==> src/gpx_map.svh <==
// Register offsets, field positions, reset values and bus addresses of the expander.
`ifndef GPX_MAP_SVH
`define GPX_MAP_SVH

// ----------------------------------------------------------------
// Register offsets (command byte values)
// ----------------------------------------------------------------
`define GPX_OFF_CTRL 8'h01
`define GPX_OFF_DIR 8'h03
`define GPX_OFF_OUT 8'h05
`define GPX_OFF_HIZ 8'h07
`define GPX_OFF_DFLT 8'h09
`define GPX_OFF_PULL_EN 8'h0B
`define GPX_OFF_PULL_SEL 8'h0D
`define GPX_OFF_LEVEL 8'h0F
`define GPX_OFF_MASK 8'h11
`define GPX_OFF_PEND 8'h13

// ----------------------------------------------------------------
// Control register fields
// ----------------------------------------------------------------
`define GPX_CTRL_SWRST 0
`define GPX_CTRL_RSTFLAG 1

// ----------------------------------------------------------------
// Reset values
// ----------------------------------------------------------------
`define GPX_RST_DIR 8'h00
`define GPX_RST_OUT 8'h00
`define GPX_RST_HIZ 8'hFF
`define GPX_RST_DFLT 8'h00
`define GPX_RST_PULL_EN 8'hFF
`define GPX_RST_PULL_SEL 8'h00
`define GPX_RST_MASK 8'h00
`define GPX_RST_PEND 8'h00
`define GPX_RST_PTR 8'h00

// ----------------------------------------------------------------
// Seven-bit target addresses selected by the address strap
// ----------------------------------------------------------------
`define GPX_I2C_ADDR0 7'h43
`define GPX_I2C_ADDR1 7'h44

`endif

==> src/gpx_pkg.sv <==
// Types shared by the expander core and its serial target.
package gpx_pkg;
   typedef enum logic [2:0] {GPX_IDLE, GPX_RX, GPX_ACK, GPX_TX, GPX_MACK} gpx_i2c_state_t;
   typedef enum logic [1:0] {GPX_PH_ADDR, GPX_PH_CMD, GPX_PH_DATA} gpx_phase_t;
endpackage

==> src/gpx_i2c_target.sv <==
// Two-wire serial target: address match, command pointer, single-register read and write.
`timescale 1ns/10ps
`include "gpx_map.svh"

module gpx_i2c_target import gpx_pkg::*; (
   input wire logic clk, // System clock.
   input wire logic rst_n, // Synchronous active-low reset of the target.
   input wire logic addr_sel, // Synchronised address strap.
   input wire logic scl_i, // Serial clock pin level.
   input wire logic sda_i, // Serial data pin level.
   output logic sda_oe_n, // Low while the data line is pulled low.
   output logic wr_stb, // One-cycle pulse: wr_data goes to register ptr.
   output logic rd_stb, // One-cycle pulse: rd_data of register ptr was taken.
   output logic [7:0] ptr, // Register pointer loaded by the command byte.
   output logic [7:0] wr_data, // Data byte of a write.
   input wire logic [7:0] rd_data // Contents of the register at ptr.
);

   // ----------------------------------------------------------------
   // Line synchronisers and condition detection
   // ----------------------------------------------------------------
   logic [2:0] scl_sy;
   logic [2:0] sda_sy;
   logic scl_rise;
   logic scl_fall;
   logic start_cond;
   logic stop_cond;
   logic [6:0] dev_addr;

   always_ff @(posedge clk) begin
      if (!rst_n) begin
         scl_sy <= 3'h7;
         sda_sy <= 3'h7;
      end else begin
         scl_sy <= {scl_sy[1:0], scl_i};
         sda_sy <= {sda_sy[1:0], sda_i};
      end
   end

   assign scl_rise = scl_sy[1] & ~scl_sy[2];
   assign scl_fall = ~scl_sy[1] & scl_sy[2];
   assign start_cond = scl_sy[1] & scl_sy[2] & ~sda_sy[1] & sda_sy[2];
   assign stop_cond = scl_sy[1] & scl_sy[2] & sda_sy[1] & ~sda_sy[2];
   assign dev_addr = addr_sel ? `GPX_I2C_ADDR1 : `GPX_I2C_ADDR0;

   // ----------------------------------------------------------------
   // Byte engine
   // ----------------------------------------------------------------
   gpx_i2c_state_t state_r;
   gpx_phase_t phase_r;
   logic [3:0] cnt_r;
   logic [7:0] shreg_r;
   logic rw_r;

   always_ff @(posedge clk) begin
      if (!rst_n) begin
         state_r <= GPX_IDLE;
         phase_r <= GPX_PH_ADDR;
         cnt_r <= 4'h0;
         shreg_r <= 8'h00;
         rw_r <= 1'b0;
         ptr <= `GPX_RST_PTR;
         wr_data <= 8'h00;
         wr_stb <= 1'b0;
         rd_stb <= 1'b0;
         sda_oe_n <= 1'b1;
      end else begin
         wr_stb <= 1'b0;
         rd_stb <= 1'b0;
         if (start_cond) begin
            state_r <= GPX_RX;
            phase_r <= GPX_PH_ADDR;
            cnt_r <= 4'h0;
            sda_oe_n <= 1'b1;
         end else if (stop_cond) begin
            state_r <= GPX_IDLE;
            sda_oe_n <= 1'b1;
         end else begin
            case (state_r)
               GPX_RX: begin
                  if (scl_rise && cnt_r != 4'h8) begin
                     shreg_r <= {shreg_r[6:0], sda_sy[1]};
                     cnt_r <= cnt_r + 4'h1;
                  end else if (scl_fall && cnt_r == 4'h8) begin
                     state_r <= GPX_ACK;
                     sda_oe_n <= 1'b0;
                     case (phase_r)
                        GPX_PH_ADDR: begin
                           rw_r <= shreg_r[0];
                           if (shreg_r[7:1] != dev_addr) begin
                              state_r <= GPX_IDLE;
                              sda_oe_n <= 1'b1;
                           end
                        end
                        GPX_PH_CMD: ptr <= shreg_r; // [RULE_22]
                        default: begin
                           wr_data <= shreg_r;
                           wr_stb <= 1'b1;
                        end
                     endcase
                  end
               end
               GPX_ACK: begin
                  if (scl_fall) begin
                     cnt_r <= 4'h0;
                     if (phase_r == GPX_PH_ADDR && rw_r) begin
                        // Reads use the stored pointer and never advance it.
                        shreg_r <= rd_data; // [RULE_19] [RULE_20]
                        rd_stb <= 1'b1;
                        sda_oe_n <= rd_data[7];
                        state_r <= GPX_TX;
                     end else begin
                        sda_oe_n <= 1'b1;
                        state_r <= GPX_RX;
                        phase_r <= (phase_r == GPX_PH_ADDR) ? GPX_PH_CMD : GPX_PH_DATA;
                     end
                  end
               end
               GPX_TX: begin
                  if (scl_fall) begin
                     if (cnt_r == 4'h7) begin
                        sda_oe_n <= 1'b1;
                        state_r <= GPX_MACK;
                     end else begin
                        cnt_r <= cnt_r + 4'h1;
                        sda_oe_n <= shreg_r[6];
                        shreg_r <= {shreg_r[6:0], 1'b0};
                     end
                  end
               end
               GPX_MACK: begin
                  if (scl_rise) begin
                     state_r <= sda_sy[1] ? GPX_IDLE : GPX_ACK;
                  end
               end
               default: state_r <= GPX_IDLE;
            endcase
         end
      end
   end

endmodule // gpx_i2c_target

==> src/gpx_core.sv <==
// Eight-pin expander core: port control, pulls, readback, change interrupt and resets.
//
// What this block does
// RULE_01: Pull enable 0 disconnects the pin's pull; 1 connects the selected one.
// RULE_02: Pull select 0 picks pull-down, 1 pull-up; select alone connects nothing.
// RULE_03: Level readback shows live input levels, zero for output pins.
// RULE_04: Writes to the level readback register are accepted and change nothing.
// RULE_05: Mask 0 lets a pending bit pull the interrupt; mask 1 blocks, still latches.
// RULE_06: Output pins never set a pending bit nor affect the interrupt output.
// RULE_07: An input differing from its default level sets its pending bit.
// RULE_08: Reading the pending register clears it and releases the interrupt.
// RULE_09: A cleared bit re-arms only after its input returns to default.
// RULE_10: The interrupt stays low as a level until the pending register is read.
// RULE_11: Change detection runs on the system clock, independent of bus clock activity.
// RULE_12: Input pins have both drivers off; outputs with their high-impedance bit clear drive one side from the output bit.
// RULE_13: Output pins have their input buffer disabled.
// RULE_14: Power-on connects pull-downs; afterwards the pull registers steer the switches.
// RULE_15: Power-on reset holds everything until the supply is good, then loads defaults.
// RULE_16: A low reset pin forces all registers to defaults; host holds it long enough.
// RULE_17: Bus access works only while the reset pin is high.
// RULE_18: Writing 1 to control bit 0 resets all registers except the register pointer; the bit reads 0.
// RULE_19: No auto-increment; each read returns one register.
// RULE_20: A read without a command returns the register at the current pointer.
// RULE_21: The interrupt is open-drain, active low, only pulled low or released.
// RULE_22: The command byte after the address loads the register pointer.
// RULE_23: Default-state bits give the reference level for each input pin.
// RULE_24: Direction 1 is output, 0 input; all pins are inputs after reset.
// RULE_25: The reset flag is set by every reset and cleared when the control register is read.
// RULE_26: The interrupt is low while any unmasked input pin has its pending bit set.
`timescale 1ns/10ps
`include "gpx_map.svh"

module gpx_core import gpx_pkg::*; #(
   parameter logic [2:0] MAKER_ID = 3'h2, // Arbitrary value.
   parameter logic [2:0] FW_REV = 3'h1 // Arbitrary value.
) (
   input wire logic clk, // System clock, 20 MHz.
   input wire logic nrst, // Synchronous active-low system reset.
   input wire logic rst_pin_n, // Active-low reset pin.
   input wire logic por_ok, // High once the bus-side supply passed its threshold.
   input wire logic addr_pin, // Target address strap.
   input wire logic scl_i, // Serial clock pin.
   input wire logic sda_i, // Serial data pin level.
   output logic sda_o, // Serial data drive level, always low.
   output logic sda_oe_n, // Low while the data line is pulled low.
   input wire logic [7:0] port_pins, // Port pin levels.
   output logic [7:0] high_side_driver, // Per-pin high-side driver on.
   output logic [7:0] low_side_driver, // Per-pin low-side driver on.
   output logic [7:0] pullup_switch, // Per-pin pull-up connected.
   output logic [7:0] pulldown_switch, // Per-pin pull-down connected.
   output logic [7:0] input_buf_en, // Per-pin input buffer enabled.
   output logic irq_o, // Interrupt drive level, always low.
   output logic irq_oe_n // Low while the interrupt line is pulled low.
);

   // ----------------------------------------------------------------
   // Pin synchronisers
   // ----------------------------------------------------------------
   logic [1:0] rst_pin_sy;
   logic [1:0] por_sy;
   logic [1:0] addr_sy;
   logic [7:0] port_sy0;
   logic [7:0] port_sy1;

   always_ff @(posedge clk) begin
      if (!nrst) begin
         rst_pin_sy <= 2'h0;
         por_sy <= 2'h0;
         addr_sy <= 2'h0;
         port_sy0 <= 8'h00;
         port_sy1 <= 8'h00;
      end else begin
         rst_pin_sy <= {rst_pin_sy[0], rst_pin_n};
         por_sy <= {por_sy[0], por_ok};
         addr_sy <= {addr_sy[0], addr_pin};
         port_sy0 <= port_pins;
         port_sy1 <= port_sy0;
      end
   end

   // ----------------------------------------------------------------
   // Reset combination
   // ----------------------------------------------------------------
   logic swrst_r;
   logic bus_rst_n;
   logic regs_rst_n;

   // The target only runs while both the pin and the supply are out of reset.
   assign bus_rst_n = nrst & rst_pin_sy[1] & por_sy[1]; // [RULE_15] [RULE_16] [RULE_17]
   assign regs_rst_n = bus_rst_n & ~swrst_r; // [RULE_18]

   // ----------------------------------------------------------------
   // Serial target
   // ----------------------------------------------------------------
   logic wr_stb;
   logic rd_stb;
   logic [7:0] ptr;
   logic [7:0] wr_data;
   logic [7:0] rd_data;
   logic sda_oe_n_w;

   gpx_i2c_target u_target (
      .clk(clk),
      .rst_n(bus_rst_n),
      .addr_sel(addr_sy[1]),
      .scl_i(scl_i),
      .sda_i(sda_i),
      .sda_oe_n(sda_oe_n_w),
      .wr_stb(wr_stb),
      .rd_stb(rd_stb),
      .ptr(ptr),
      .wr_data(wr_data),
      .rd_data(rd_data)
   );

   assign sda_oe_n = sda_oe_n_w;

   function automatic logic hit(input logic stb, input logic [7:0] p, input logic [7:0] off);
      hit = stb && (p == off);
   endfunction

   // ----------------------------------------------------------------
   // Software reset pulse
   // ----------------------------------------------------------------
   always_ff @(posedge clk) begin
      if (!bus_rst_n) begin
         swrst_r <= 1'b0;
      end else begin
         swrst_r <= hit(wr_stb, ptr, `GPX_OFF_CTRL) & wr_data[`GPX_CTRL_SWRST]; // [RULE_18]
      end
   end

   // ----------------------------------------------------------------
   // Configuration registers
   // ----------------------------------------------------------------
   logic [7:0] dir_r;
   logic [7:0] out_r;
   logic [7:0] hiz_r;
   logic [7:0] dflt_r;
   logic [7:0] pull_resistor_enable_r;
   logic [7:0] pull_direction_select_r;
   logic [7:0] change_irq_mask_r;

   // The level and pending registers have no write path, so writes to them are no-ops.
   always_ff @(posedge clk) begin
      if (!regs_rst_n) begin
         dir_r <= `GPX_RST_DIR; // [RULE_24]
         out_r <= `GPX_RST_OUT;
         hiz_r <= `GPX_RST_HIZ;
         dflt_r <= `GPX_RST_DFLT;
         pull_resistor_enable_r <= `GPX_RST_PULL_EN; // [RULE_14]
         pull_direction_select_r <= `GPX_RST_PULL_SEL; // [RULE_14]
         change_irq_mask_r <= `GPX_RST_MASK;
      end else if (wr_stb) begin
         case (ptr)
            `GPX_OFF_DIR: dir_r <= wr_data; // [RULE_24]
            `GPX_OFF_OUT: out_r <= wr_data;
            `GPX_OFF_HIZ: hiz_r <= wr_data;
            `GPX_OFF_DFLT: dflt_r <= wr_data; // [RULE_23]
            `GPX_OFF_PULL_EN: pull_resistor_enable_r <= wr_data;
            `GPX_OFF_PULL_SEL: pull_direction_select_r <= wr_data;
            `GPX_OFF_MASK: change_irq_mask_r <= wr_data;
            default: dir_r <= dir_r; // [RULE_04]
         endcase
      end
   end

   // ----------------------------------------------------------------
   // Reset-occurred flag
   // ----------------------------------------------------------------
   logic rst_flag_r;

   always_ff @(posedge clk) begin
      if (!regs_rst_n) begin
         rst_flag_r <= 1'b1; // [RULE_25]
      end else if (hit(rd_stb, ptr, `GPX_OFF_CTRL)) begin
         rst_flag_r <= 1'b0; // [RULE_25]
      end
   end

   // ----------------------------------------------------------------
   // Change detection
   // ----------------------------------------------------------------
   logic [7:0] live_level;
   logic [7:0] off_default;
   logic [7:0] pend_set;
   logic [7:0] pend_clr;
   logic [7:0] change_irq_pending_r;
   logic [7:0] arm_r;

   // Output pins see a disabled input buffer, so they read as zero.
   assign live_level = port_sy1 & ~dir_r; // [RULE_03] [RULE_13]
   assign off_default = (port_sy1 ^ dflt_r) & ~dir_r; // [RULE_06] [RULE_07] [RULE_23]
   assign pend_set = off_default & arm_r; // [RULE_11]
   assign pend_clr = hit(rd_stb, ptr, `GPX_OFF_PEND) ? 8'hFF : 8'h00; // [RULE_08]

   always_ff @(posedge clk) begin
      if (!regs_rst_n) begin
         change_irq_pending_r <= `GPX_RST_PEND;
      end else begin
         // A change caught in the clearing cycle survives the clear.
         change_irq_pending_r <= (change_irq_pending_r & ~pend_clr) | pend_set; // [RULE_07] [RULE_08]
      end
   end

   // A pin arms at its default level and disarms when it fires.
   always_ff @(posedge clk) begin
      if (!regs_rst_n) begin
         arm_r <= 8'h00;
      end else begin
         arm_r <= (arm_r & ~pend_set) | (~off_default & ~dir_r); // [RULE_09]
      end
   end

   // ----------------------------------------------------------------
   // Interrupt output
   // ----------------------------------------------------------------
   always_ff @(posedge clk) begin
      if (!regs_rst_n) begin
         irq_oe_n <= 1'b1;
      end else begin
         // Held low until a pending read clears the causing bits.
         irq_oe_n <= ~|(change_irq_pending_r & ~change_irq_mask_r & ~dir_r); // [RULE_05] [RULE_06] [RULE_10] [RULE_26]
      end
   end

   // The drive level is constant; only the enable moves the line.
   always_ff @(posedge clk) begin
      irq_o <= 1'b0; // [RULE_21]
      sda_o <= 1'b0;
   end

   // ----------------------------------------------------------------
   // Port drivers, pulls and input buffers
   // ----------------------------------------------------------------
   always_ff @(posedge clk) begin
      if (!regs_rst_n) begin
         high_side_driver <= 8'h00;
         low_side_driver <= 8'h00;
         input_buf_en <= 8'hFF;
      end else begin
         high_side_driver <= dir_r & ~hiz_r & out_r; // [RULE_12]
         low_side_driver <= dir_r & ~hiz_r & ~out_r; // [RULE_12]
         input_buf_en <= ~dir_r; // [RULE_13]
      end
   end

   always_ff @(posedge clk) begin
      if (!regs_rst_n) begin
         pullup_switch <= 8'h00;
         pulldown_switch <= 8'hFF; // [RULE_14]
      end else begin
         pullup_switch <= pull_resistor_enable_r & pull_direction_select_r; // [RULE_01] [RULE_02]
         pulldown_switch <= pull_resistor_enable_r & ~pull_direction_select_r; // [RULE_01] [RULE_02]
      end
   end

   // ----------------------------------------------------------------
   // Read multiplexer
   // ----------------------------------------------------------------
   always_comb begin
      case (ptr)
         `GPX_OFF_CTRL: rd_data = {MAKER_ID, FW_REV, rst_flag_r, 1'b0}; // [RULE_18]
         `GPX_OFF_DIR: rd_data = dir_r;
         `GPX_OFF_OUT: rd_data = out_r;
         `GPX_OFF_HIZ: rd_data = hiz_r;
         `GPX_OFF_DFLT: rd_data = dflt_r;
         `GPX_OFF_PULL_EN: rd_data = pull_resistor_enable_r;
         `GPX_OFF_PULL_SEL: rd_data = pull_direction_select_r;
         `GPX_OFF_LEVEL: rd_data = live_level; // [RULE_03]
         `GPX_OFF_MASK: rd_data = change_irq_mask_r;
         `GPX_OFF_PEND: rd_data = change_irq_pending_r;
         default: rd_data = 8'h00;
      endcase
   end

endmodule // gpx_core

==> config.mk <==
export PLATFORM = sky130hd
export DESIGN_NAME = gpx_core
export DESIGN_NICKNAME = d
export VERILOG_FILES = /design/src/gpx_pkg.sv /design/src/gpx_i2c_target.sv /design/src/gpx_core.sv
export VERILOG_INCLUDE_DIRS = /design/src /design/src/src
export SDC_FILE = /design/constraint.sdc
export NUM_CORES = 1
export LEC_CHECK = 0
export ABC_AREA = 1
export BUFFER_PORTS_ARGS = -buffer_cell sky130_fd_sc_hd__buf_2
export CORE_UTILIZATION = 53
export CTS_BUF_LIST = sky130_fd_sc_hd__clkbuf_16
export CTS_CLUSTER_DIAMETER = 120
export DETAILED_ROUTE_END_ITERATION = 7
export PLACE_DENSITY = 0.83
export SLEW_MARGIN = 20
export SYNTH_ARGS = -nofsm -noshare
export SYNTH_HDL_FRONTEND = slang
export SYNTH_SLANG_ARGS = --single-unit
export TNS_END_PERCENT = 50
==> constraint.sdc <==
create_clock -name clk -period 1.6 [get_ports clk]
set_clock_uncertainty 0.2 [all_clocks]
set_input_delay 0.32 -clock clk [delete_from_list [all_inputs] [get_ports clk]]
set_output_delay 0.32 -clock clk [all_outputs]
set_load 0.1 [all_outputs]
==> out/qor.yml <==
outcome: "complete, but fails checks"
violations: "negative setup slack"
synth.area.top_cells: "dfxtp_1 50%, nand2_1 7.7%, inv_1 6.7%"
power_density_mw_per_mm2: 832.1
pin_count: 59
drive_above_1_share: 0.3748
yosysSeqAreaShare: 0.5031
cts_tree: "built"
nFillCells: 787
critical_path_class: "reg2reg"
grtUsageTotal: 0.3304
worstSetupEndpoint: "u_target.shreg_r[0]"
portBuffers: 56
cp.required_ps: 1730
synth_edf_count: 0
synth-simple-area-share: 0.2269
endpoint_kind: "register"
hold_viol: 0
syn_inst: 919
register_area_sq_mm: 0.003633
drv_slew: 0
critPathLaunchType: "register"
timing.rr.end: "u_target.shreg_r[0]"
finalNetCount: 1130
maxCapViolations: 0
rsz0062_at_grt: "true"
gr-total-overflow: 0
antenna_found_initial: 0
multi_input_area_sq_mm: 0.003637
synthAdderAreaFrac: 0.003493
leakage_uw: 0.004054
yosysUniqueCellTypes: 43
dpl.cell_count: 1229
arrival_ps: 2030
ys_warn_count: 0
r2r_setup_slack_ps: -300
dr_total_vias: 7435
die_y_microns: 118.3
core_sq_mm: 0.01319
insertion_delay_ps: 440
areaGrowthSynthToFinish_pct: 44.98
cts_max_level: 4
finalCritPeriodShare: 1.187
reg2regPathDepth: 11
gp_congestion: 0.9653
whs_ps: 134.7
relSlewSlack: 0.6157
netlist_area_sq_mm: 0.007163
reg2reg_from: "u_target.ptr[7]"
yosys.area.top_type: "dfxtp_1"
cp-startpoint: "u_target.ptr[7]"
synth-async-reset-ratio: 0
clkTransAtPathRegs_ps: 70
hp-class: "in2reg"
ant_nets: 0
grt_pass1_wl_microns: 35640
tightest_slew_ps: 575.7
synth_xor_area_frac: 0.009782
synth_flop_cell: "dfxtp_1"
fmax_ghz: 0.5267
dp_hpwl_microns: 14470
drtIter0Drc: 966
timing.final.crit_period_ps: 1899
final_cell_mix: "166 x dfxtp_1, 127 x buf_4, 113 x inv_1"
min-delay-start: "nrst"
cts_buffer_depth: 2
setup_viol: 87
ys_ff_latch: 180
synthMuxAreaShare: 0
fin_cells: 1302
cts-root-buf: "clkbuf_16"
syn_avg_cell_area_sq_um: 7.794
worst_ir_drop_vdd_uv: 530.9
worst_slack_ps: -298.8
clock-sinks: 180
synth_compound_area_frac: 0.1638
wl_per_cell_microns: 18.31
rows: 42
final_common_cell: "dfxtp_1"
numCtsBuffers: 17
grt_max_degree: 35
drt-total-wl_microns: 23830
viasPerCell: 5.710
synth_top_area_frac: 0.5031
antenna_cells: 0
die_area_sq_mm: 0.01398
drc: 0
grt_pass1_vias: 6910
dr.pass1.iters: 8
synth_top_family_by_area: "simple AND/OR/NAND/NOR gates"
start_util: 0.5431
die_w_microns: 118.3
cp_max_fo: 7
## cells by family after synthesis
| logic type | count (synthesis) |
|---|---|
| AO/OA/AOI/OAI | 214 |
| XOR/XNOR | 8 |
| adder cells (fa/ha/maj) | 2 |
| buffers and inverters | 160 |
| flip-flops | 180 |
| other | 1 |
| AND/OR/NAND/NOR | 354 |
## layout make-up
type,instances,share of cell area
flip-flops and latches,180,0.3499
clock inverters,15,0.01398
multi-input cells,582,0.3502
repair buffers,200,0.1745
inverters,131,0.04855
clock buffers,17,0.04096
repair inverters,1,0.0007229
well taps,176,0.02120
## critical path: stages (launching register included)
cell	delay, ps
dfxtp_2	340
inv_2	50
nand2_4	90
nor2_4	60
buf_4	140
buf_6	130
nand2_8	100
nor2_1	50
nor3_1	260
nand3_1	190
nand2_2	100
a21oi_1	60
## worst min path at each step
stage,end,slack (ps),cells after the start
final,rst_pin_sy[0],130,4
after global routing,por_sy[1],150,4
after CTS,port_sy0[1],130,4
after detailed placement,port_sy1[4],200,2
after global placement,rst_pin_sy[1],190,2
after floorplan,input_buf_en[1],190,1
## synthesized netlist by cell type, types with 2 or more instances
library cell and n:
dfxtp_1 180, nand2_1 147, inv_1 127, o21ai_0 90, a21oi_1 85, nor2_1 81
nand3_1 56, nor3_1 31, o211ai_1 16, clkbuf_1 14, xnor2_1 7, nand4_1 6
nor2_2 6, or2_2 6, a21oi_2 5, buf_2 5, buf_6 5, nor2_4 5
o21ai_1 5, buf_4 4, nand2_2 4, nor4_1 3, o21ai_2 3, a211oi_1 2
a211oi_2 2, a31oi_1 2, ha_1 2, inv_2 2, nand3_2 2, nand3_4 2
o31ai_1 2
## through the flow
step                TNS (ps)  power, uW  worst slack [ps]    util  area [sq um]
global placement       -5671       4715            -251.6  0.6467          8531
floorplan             -314.1       4684            -25.52       -          7261
finish                -10660       8641            -298.8  0.7873         10390
global route          -15920       8920            -360.6  0.7873         10390
CTS                    -4545       8648            -127.0  0.7516          9913
detailed placement     -8887       4717            -257.4  0.6467          8531
## routing by layer
layer	part of all wire	global-route usage	wire length [microns]
met1	0.37	0.3965	8760
met2	0.48	0.5563	11360
met3	0.096	0.06467	2277
met4	0.060	0.1795	1436
met5	0	0	0
## what timing repair did
item / CTS / global route
buffers inserted: 17 / 7
cloned: 5 / 2
pin swaps: 37 / 54
gates resized for setup: 186 / 133
hold buffers: 13 / 0
endpoints found under the setup margin: 131 / 108
endpoints found under the hold margin: 13 / 0
## power by group
group	internal (uW)	switching (uW)	total, uW
logic	57.2	71.4	129
clock network	2060	1940	4000
registers	4500	14.7	4510
(Power assumes the default switching activity.)
